`src/design/afe_ctrl_pkg.sv`:
```
// Purpose: constants and carrier types for the analog front end control bank
// Assumes: byte-wide registers reached by a plain strobe port at printed offsets
// Notes: every offset, field position, reset value and width lives here
package afe_ctrl_pkg;

   // ----------------------------------------------------------------
   // address map
   // ----------------------------------------------------------------
   localparam int AFE_ADDR_W = 16;
   localparam int AFE_DATA_W = 8;
   localparam int AFE_IDX_W = 5;
   localparam int AFE_NUM_REGS = 17;
   localparam int AFE_NUM_AUX = 14;
   localparam logic [AFE_ADDR_W-1:0] AFE_BASE_ADDR = 16'h2858;
   localparam logic [AFE_ADDR_W-1:0] AFE_LAST_ADDR = 16'h2868;
   localparam logic [AFE_ADDR_W-1:0] AFE_GAIN_ADDR = 16'h2858;
   localparam logic [AFE_ADDR_W-1:0] AFE_BIAS_ADDR = 16'h2859;
   localparam logic [AFE_ADDR_W-1:0] AFE_MOD_ADDR = 16'h285a;
   localparam int AFE_GAIN_IDX = 0;
   localparam int AFE_BIAS_IDX = 1;
   localparam int AFE_MOD_IDX = 2;
   localparam int AFE_AUX_IDX = 3;
   localparam logic [AFE_DATA_W-1:0] AFE_REG_RESET = 8'h00;
   localparam logic [AFE_DATA_W-1:0] AFE_RD_UNMAPPED = 8'h00;

   // ----------------------------------------------------------------
   // field positions
   // ----------------------------------------------------------------
   localparam int AFE_VGAIN_BIT = 6;
   localparam int AFE_BGAIN_LSB = 3;
   localparam int AFE_AGAIN_LSB = 0;
   localparam int AFE_BIAS2_LSB = 2;
   localparam int AFE_BIAS1_LSB = 0;
   localparam int AFE_AMPBIAS_BIT = 4;
   localparam int AFE_CLR_LSB = 0;
   localparam int AFE_CLR_W = 4;

   // gain as a power of two: x1, x4, x8, x16, x32
   localparam logic [2:0] AFE_LOG2_X1 = 3'h0;
   localparam logic [2:0] AFE_LOG2_X4 = 3'h2;
   localparam logic [2:0] AFE_LOG2_X8 = 3'h3;
   localparam logic [2:0] AFE_LOG2_X16 = 3'h4;
   localparam logic [2:0] AFE_LOG2_X32 = 3'h5;

   // ----------------------------------------------------------------
   // carriers
   // ----------------------------------------------------------------
   typedef struct packed {
      logic wr;
      logic rd;
      logic [AFE_ADDR_W-1:0] addr;
      logic [AFE_DATA_W-1:0] wdata;
   } afe_bus_req_t;

   typedef struct packed {
      logic voltage_pga_gain;
      logic [2:0] current_b_pga_gain;
      logic [2:0] current_a_pga_gain;
      logic [2:0] current_b_gain_log2;
      logic [2:0] current_a_gain_log2;
      logic [1:0] second_stage_bias_trim;
      logic [1:0] first_stage_bias_trim;
      logic voltage_amp_bias_select;
      logic spare_channel_integrator_clear;
      logic voltage_integrator_clear;
      logic current_b_integrator_clear;
      logic current_a_integrator_clear;
   } afe_ctrl_t;

   typedef struct packed {
      logic [AFE_NUM_REGS-1:0][AFE_DATA_W-1:0] words;
      logic [AFE_DATA_W-1:0] rdata;
   } afe_mem_state_t;

   typedef struct packed {
      logic rd_hit;
   } afe_top_state_t;

   // codes from 100 upward all saturate at x32
   function automatic logic [2:0] afe_gain_log2(input logic [2:0] code);
      logic [2:0] g;
      g = AFE_LOG2_X32;
      if (code == 3'h0)
         g = AFE_LOG2_X1;
      else if (code == 3'h1)
         g = AFE_LOG2_X4;
      else if (code == 3'h2)
         g = AFE_LOG2_X8;
      else if (code == 3'h3)
         g = AFE_LOG2_X16;
      return g;
   endfunction

endpackage

```
`src/design/afe_ctrl_mem.sv`:
```
// Purpose: byte storage for the analog control bank with a registered read port
// Assumes: read index is always in range; caller filters the address
// Notes: all words are also presented flat so the front end sees static levels
`timescale 1ns/1ps
module afe_ctrl_mem
   import afe_ctrl_pkg::*;
(
   input wire logic ref_clk,
   input wire logic rst_n,
   input wire logic clr,
   input wire logic we,
   input wire logic [AFE_IDX_W-1:0] widx,
   input wire logic [AFE_DATA_W-1:0] wdata,
   input wire logic rd,
   input wire logic [AFE_IDX_W-1:0] ridx,
   output logic [AFE_DATA_W-1:0] rdata,
   output logic [AFE_NUM_REGS-1:0][AFE_DATA_W-1:0] words
);

   afe_mem_state_t st_r;
   afe_mem_state_t st_nxt;
   logic [AFE_NUM_REGS-1:0][AFE_DATA_W-1:0] word_nxt;

   // ----------------------------------------------------------------
   // per-entry next value
   // ----------------------------------------------------------------
   // a bank clear outranks a write landing in the same cycle
   for (genvar i = 0; i < AFE_NUM_REGS; i++)
   begin : g_word
      assign word_nxt[i] = clr ? AFE_REG_RESET :
                           (we && widx == AFE_IDX_W'(i)) ? wdata : st_r.words[i];
   end

   // read word is captured, then held until the next read
   always_comb
   begin
      st_nxt = st_r;
      st_nxt.words = word_nxt;
      if (rd)
         st_nxt.rdata = st_r.words[ridx];
   end

   always_ff @(posedge ref_clk or negedge rst_n)
   begin
      if (!rst_n)
         st_r <= '0;
      else
         st_r <= st_nxt;
   end

   assign rdata = st_r.rdata;
   assign words = st_r.words;

endmodule

```
`src/design/afe_ctrl_regs.sv`:
```
// Purpose: analog front end control register bank, 0x2858 to 0x2868
// Assumes: synchronous strobes; one clock ref_clk at 125 MHz
// Notes: extra reset sources clear the bank synchronously, rst_n asynchronously
//
// Functional notes
// - bank spans 0x2858..0x2868, every register readable and writable
// - power-on, brown-out, reset pin or watchdog reset restore all defaults
// - voltage gain bit 6: clear x1, set x2; software keeps x1
// - channel B gain bits 5:3: x1, x4, x8, x16, then x32 from 100
// - channel A gain bits 2:0 use the same encoding as channel B
// - bias fields 3:2 and 1:0 scale ADC bias x1, x1.33, x2, x2.67
// - voltage amplifier bias bit 4: clear x1, set x0.67
// - integrator clear bits 3..0: spare, voltage, current B, current A
`timescale 1ns/1ps
module afe_ctrl_regs
   import afe_ctrl_pkg::*;
(
   input wire logic ref_clk,
   input wire logic rst_n,
   input wire logic brownout_reset,
   input wire logic external_reset_pin_n,
   input wire logic watchdog_reset,
   input wire afe_bus_req_t req,
   output logic [AFE_DATA_W-1:0] rd_data,
   output afe_ctrl_t ctrl,
   output logic [AFE_NUM_AUX-1:0][AFE_DATA_W-1:0] aux_regs
);

   afe_top_state_t st_r;
   afe_top_state_t st_nxt;
   logic in_range;
   logic bank_clr;
   logic [AFE_IDX_W-1:0] idx;
   logic [AFE_DATA_W-1:0] mem_q;
   logic [AFE_NUM_REGS-1:0][AFE_DATA_W-1:0] words;
   logic [AFE_DATA_W-1:0] gain_w;
   logic [AFE_DATA_W-1:0] bias_w;
   logic [AFE_DATA_W-1:0] mod_w;

   // ----------------------------------------------------------------
   // reset sources and address decode
   // ----------------------------------------------------------------
   // extra sources arrive synchronous, so they clear on the clock, not async
   assign bank_clr = brownout_reset | ~external_reset_pin_n | watchdog_reset;
   assign idx = AFE_IDX_W'(req.addr - AFE_BASE_ADDR);

   // whole span decodes; anything outside reads zero and ignores writes
   always_comb
   begin
      if (req.addr >= AFE_BASE_ADDR && req.addr <= AFE_LAST_ADDR)
         in_range = 1'b1;
      else
         in_range = 1'b0;
   end

   // remember whether the pending read hit the bank
   always_comb
   begin
      st_nxt = st_r;
      st_nxt.rd_hit = req.rd & in_range;
   end

   always_ff @(posedge ref_clk or negedge rst_n)
   begin
      if (!rst_n)
         st_r <= '0;
      else
         st_r <= st_nxt;
   end

   // ----------------------------------------------------------------
   // storage
   // ----------------------------------------------------------------
   afe_ctrl_mem u_mem (
      .ref_clk(ref_clk),
      .rst_n(rst_n),
      .clr(bank_clr),
      .we(req.wr & in_range),
      .widx(idx),
      .wdata(req.wdata),
      .rd(req.rd & in_range),
      .ridx(idx),
      .rdata(mem_q),
      .words(words)
   );

   assign rd_data = st_r.rd_hit ? mem_q : AFE_RD_UNMAPPED;

   // ----------------------------------------------------------------
   // front end levels
   // ----------------------------------------------------------------
   // fields come straight off the flops, so they move on the write edge
   assign gain_w = words[AFE_GAIN_IDX];
   assign bias_w = words[AFE_BIAS_IDX];
   assign mod_w = words[AFE_MOD_IDX];

   always_comb
   begin
      ctrl.voltage_pga_gain = gain_w[AFE_VGAIN_BIT];
      ctrl.current_b_pga_gain = gain_w[AFE_BGAIN_LSB +: 3];
      ctrl.current_a_pga_gain = gain_w[AFE_AGAIN_LSB +: 3];
      ctrl.current_b_gain_log2 = afe_gain_log2(gain_w[AFE_BGAIN_LSB +: 3]);
      ctrl.current_a_gain_log2 = afe_gain_log2(gain_w[AFE_AGAIN_LSB +: 3]);
      ctrl.second_stage_bias_trim = bias_w[AFE_BIAS2_LSB +: 2];
      ctrl.first_stage_bias_trim = bias_w[AFE_BIAS1_LSB +: 2];
      ctrl.voltage_amp_bias_select = mod_w[AFE_AMPBIAS_BIT];
      // no self-clear: the integrator stays held while its bit is one
      {ctrl.spare_channel_integrator_clear, ctrl.voltage_integrator_clear,
       ctrl.current_b_integrator_clear,
       ctrl.current_a_integrator_clear} = mod_w[AFE_CLR_LSB +: AFE_CLR_W];
   end

   assign aux_regs = words[AFE_NUM_REGS-1:AFE_AUX_IDX];
endmodule

```
`config.mk`:
```
export PLATFORM = sky130hd
export DESIGN_NAME = afe_ctrl_regs
export DESIGN_NICKNAME = d
export VERILOG_FILES = /design/src/design/afe_ctrl_pkg.sv /design/src/design/afe_ctrl_mem.sv /design/src/design/afe_ctrl_regs.sv
export SDC_FILE = /design/constraint.sdc
export NUM_CORES = 1
export LEC_CHECK = 0
export ABC_AREA = 1
export BUFFER_PORTS_ARGS = -buffer_cell sky130_fd_sc_hd__buf_2
export CORE_MARGIN = 8
export CORE_UTILIZATION = 31
export CTS_BUF_LIST = sky130_fd_sc_hd__clkbuf_2 sky130_fd_sc_hd__clkbuf_4 sky130_fd_sc_hd__clkbuf_8
export DETAILED_ROUTE_END_ITERATION = 16
export PLACE_DENSITY = 0.47
export SYNTH_ARGS = -nofsm -noshare
export SYNTH_HDL_FRONTEND = slang
export SYNTH_SLANG_ARGS = --single-unit
export TNS_END_PERCENT = 30
```
`constraint.sdc`:
```
create_clock -name ref_clk -period 2.4 [get_ports ref_clk]
set_input_delay 0.6 -clock ref_clk [delete_from_list [all_inputs] [get_ports ref_clk]]
set_output_delay 0.6 -clock ref_clk [all_outputs]
set_load 0.01 [all_outputs]
```
; ---- Word-level counts from Yosys, hierarchy flattened
; Index checks and enable logic that the tools add are counted.
[totals]
reg_bits = 145
[classes]
add_sub_neg = 1
magnitude_cmp = 3
eq_ne = 22
n_mux = 46
n_bitwise = 5
reduce_logical = 38
[ops]
columns = op, count
row1 = $mux 8, 36
row2 = $bmux 8 s5, 1
row3 = $eq 5x4->1 const B, 8
row4 = $reduce_bool 2->1, 17
row5 = $eq 5x3->1 const B, 4
row6 = $logic_and 1x1->1, 18
row7 = $mux 3, 6
row8 = $ge 16x14->1 const B, 1
row9 = $le 16x14->1 const B, 1
row10 = $eq 3x2->1 const B, 4
row11 = $eq 5x2->1 const B, 2
row12 = $eq 3x1->1 const B, 2
row13 = $logic_not 3->1, 2
row14 = $lt 5x6->1 const B, 1
row15 = $eq 5x1->1 const B, 1
row16 = $eq 5x5->1 const B, 1
row17 = $logic_not 5->1, 1
row18 = $sub 5x5->5 const B, 1
row19 = $mux 1, 3
row20 = $and 1x1->1, 2
row21 = $or 1x1->1, 2
row22 = $not 1->1, 1

; ---- Depth between registers and ports, before layout
[logic_depth]
depth_word = 7
depth_mapped = 11
mapped_depth_nobuf = 9

; ---- Modules after synthesis
; A second synthesis with hierarchy kept.
[hier_totals]
cells_unflattened = 1037
hier_area_um2 = 7468.4
[modules_own_cells]
columns = module, instances, cells_each, area_each_um2, seq_area_each_um2
row1 = afe_ctrl_mem, 1, 967, 7149.4, 3603.5
row2 = afe_ctrl_regs, 1, 70, 319.1, 25.0

; ---- Worst setup path after synthesis
; Ideal clock, no wire load.
[synth_timing]
kind = input to register
start = in req[12] (netlist bit)
end = reg u_mem.st_r (netlist bit u_mem.words[72])
setup_ps = 119
arrival_time_ps = 2054
slack_ps = 227
stages = 8
path_cell_list = inv_1 > ha_1 > clkbuf_1 > nand2_1 > nor2_1 > nand4_2 > nand3_1 > nand2_1
[synth_between]
elab_chain_cells = 6
word_cells_on_any_way = 9
cone_classes = add/sub: 1 / order compare: 2 / eq/ne: 1 / mux: 1 / bitwise: 1 / reduce/logical: 3
[synth_rtl]
columns = item, line
row1 = from (decl), afe_ctrl_regs.sv:23  ; input wire afe_bus_req_t req,
row2 = $ge 16x14->1 or $le 16x14->1 (tied branches), afe_ctrl_regs.sv:50  ; if (req.addr >= AFE_BASE_ADDR && req.addr <= AFE_LAST_ADDR)
row3 = $logic_and 1x1->1, afe_ctrl_regs.sv:50
row4 = $mux 1, afe_ctrl_regs.sv:50
row5 = $and 1x1->1, afe_ctrl_regs.sv:78  ; .we(req.wr & in_range),
row6 = $logic_and 1x1->1 *, afe_ctrl_mem.sv:31  ; (we && widx == AFE_IDX_W'(i)) ? wdata : st_r.words[i];
row7 = $reduce_bool 2->1 (no line) *, --
row8 = to (signal assigned), afe_ctrl_mem.sv:48  ; st_r <= st_nxt;
row9 = to (decl), afe_ctrl_mem.sv:20  ; afe_mem_state_t st_r;
; Mark *: on every way between the ends. The rest lies on a longest branch, timed or not.
; A chain may end at the register's enable or synchronous reset.

==> summary.md <==
Layout
* 4044 um2 — multi-input combinational cell area
* nand2_1 — leading cell type in the layout, fill and taps excluded
* 3,185 — number of fill cells in the layout
* 12.11% — Synth-to-Final Area Change
* 0 — Ant. Diodes
* 1,337 — final-stage net count
* 3628 um2 — register area
* 22.99% — share of final-layout standard cells stronger than drive strength 1
* nand2_1, buf_2, dfrtp_1 — most frequent cells in the layout

Synthesis
* 39.59% — area share of the leading cell type in the synthesized netlist
* 9165 um2 — Syn Std Cell Area
* 7.280 um2 — Post-Syn Area per Cell
* dfrtp_1, nand2_1, buf_4 — dominant cells by area after synthesis
* 0 — number of warnings issued by yosys
* 39.59% — portion of the post-synthesis area used by sequential elements
* 145 — flops & latches, synth
* 1,291 — syn nets
* 1,259 — post-synthesis instance total
* 25 — Netlist cell types
* dfrtp_1 — biggest area consumer among synthesized cells

Critical path
* 870 ps — worst reg2reg setup slack
* 450 ps — Worst path max stage delay
* 1420 ps — data arrival time of the critical path
* 5 — critical path fanouts, max
* primary output — Critical Path End Type
* flop — Startpoint Class
* 1800 ps — data required time at the worst endpoint
* dfrtp_1 — slowest library cell on the worst path
* reg -> out — startpoint-to-endpoint class of the critical path
* inv_1, o21ai_0, a21oi_1, buf_2 — cells along the critical path

Timing
* 671.7 ps — transition time at the pin with the least slew margin
* 0 — Slew Viols, Final
* 11.36 ps — final clock skew
* 0 ps — Setup Total Neg Slack
* 2019 ps — fin crit period
* 55.22% — Slew Limit Headroom
* 0 — final setup fails
* 84.14% — final clock period utilization by the worst path
* 495.2 MHz — highest attainable clock frequency
* 0 — hold violation total from the final report
* false — unrepaired setup endpoints after global routing

Placed design
* 0.8293 — Final GP Congestion
* 23,370 um — Detail Placement HPWL
* 172 — I/O Buffers

Floorplan
* 63 — Std-Cell Rows
* 173 — I/O pin count
* 31.17% — initial core utilization
* 35,320 um2 — Total Die Area
* 187.9 um — die outline height
* 29,400 um2 — core area
* 187.9 um — die boundary width

Clock tree
* 0 — number of setup buffers added after CTS
* 4 — number of levels the H-tree was split into
* 460 ps — later-pin clock latency in the skew report
* 145 — sink count of the clock tree
* clkbuf_8 — CTS Root Buffer Type
* done — clock tree from TritonCTS
* 90 ps — clock input transition at the sequential cells of the worst setup and hold paths
* 0 — cts repair resizes
* 17 — clock buffer count from CTS
* 2 — buffer depth of the longest clock path
* 0 — count of hold buffers inserted by post-cts repair

Pwr
* 5.966 nW — leakage power
* 490.0 nW/um2 — power per cell area
* 5.034 mW — overall power consumption
* 342.3 uV — maximum resistive drop on vdd

Routing
* 733 — initial drt markers
* 5 — Detailed Routing Iterations Pass 1
* 34,320 um — Routed WL
* 0 — residual antenna-violating net count after detailed routing
* 20.09 um — routed length per placed instance
* 8,649 — total number of vias
* 5.064 — detail-routed via count per cell
* 0 — remaining design rule violation count

GRT
* 53,470 um — wire length of the first global-routing pass
* 137 — pin count of the biggest net entering global routing
* 19.27% — Total Routing Usage GR
* 0 — Remaining Overflow, GRT
* 0 — number of antenna violations at the first check in global routing
* 8,598 — vias in the first global route

Flow run
* 0 — max-cap viol count

Hold path
* in -> async — Hold Crit Class

Outcome
* finished, final reports clean — run status

[synth_stat cells (all sizes together)]
cell type	instances
a21oi	11
and2	1
buf	171
clkbuf	38
clkinv	1
dfrtp	145
ha	1
inv	46
nand2	471
nand3	140
nand4	156
nor2	53
nor3	7
o21ai	17
o21bai	1
[kinds of logic (layout without fill, tap and decap cells)]
logic type / after synthesis / in the layout / synth area share, %
buffers and inverters: 256 / 315 / 16.34
AO/OA/AOI/OAI: 29 / 29 / 1.775
adder cells (fa/ha/maj): 1 / 1 / 0.1365
AND/OR/NAND/NOR: 828 / 828 / 42.16
flip-flops: 145 / 145 / 39.59
[final timing paths]
path | from | cells after the start | end
max | u_mem.words[0]$_DFFE_PN0P_ | 4 | ctrl[10]
min | rst_n | 1 | u_mem.words[54]$_DFFE_PN0P_
max reg2reg | u_mem.words[2]$_DFFE_PN0P_ | 8 | u_mem.rdata[2]$_DFFE_PN0P_
min reg2reg | u_mem.words[22]$_DFFE_PN0P_ | 2 | u_mem.words[22]$_DFFE_PN0P_
max in group asynchronous | rst_n | 2 | u_mem.words[130]$_DFFE_PN0P_
min in group ref_clk | u_mem.words[22]$_DFFE_PN0P_ | 2 | u_mem.words[22]$_DFFE_PN0P_
[stage by stage]
stage | area (um2) | worst slack (ps) | std cells | utilization [%] | hold slack, ps
2_1_floorplan | 9165 | 227.5 | 1259 | - | 304.4
3_3_place_gp | 9851 | 73.42 | 1676 | 33.50 | 480.5
3_5_place_dp | 9851 | 55.63 | 1676 | 33.50 | 486.9
4_1_cts | 10270 | 354.1 | 1708 | 34.95 | 100.8
5_1_grt | 10270 | 225.0 | 1708 | 34.95 | 116.3
6_report | 10270 | 380.5 | 1708 | 34.95 | 104.9
[sequential cells by signal (all words and copies together) (netlist names)]
register / count
st_r: 1
u_mem.words: 136
u_mem.rdata: 8
[per-layer routing]
layer  vias to the layer above  wire length (um)  share of wire [%]  GRT usage, %
met4                         0               684                2.0         6.212
met3                        39              1989                5.8         4.049
met5                         -                 0                  0             0
li1                       4148                 -                  -             -
met1                      4184             15540                 45         25.72
met2                       278             16100                 47         30.71
[layout make-up]
cell class | count | share of cell area (%)
Clock buffer | 20 | 2.618
Inverter | 47 | 1.729
Clock inverter | 12 | 1.510
Multi-Input combinational cell | 858 | 39.36
Timing Repair Buffer | 236 | 14.72
Tap cell | 390 | 4.749
Sequential cell | 145 | 35.31
[where the power goes]
part	total, mW	internal (mW)	switching (mW)
Clock	2.16	1.10	1.05
Combinational	0.436	0.108	0.328
Sequential	2.44	2.44	0.00108
Total	5.03	3.65	1.38
[worst max-delay path: cells and delay by family (launching register included)]
family	cells	cell delay [ps]
flops	1	450
buf+inv	2	220
compound gates	2	290
Power figures use the tool's default switching activity.
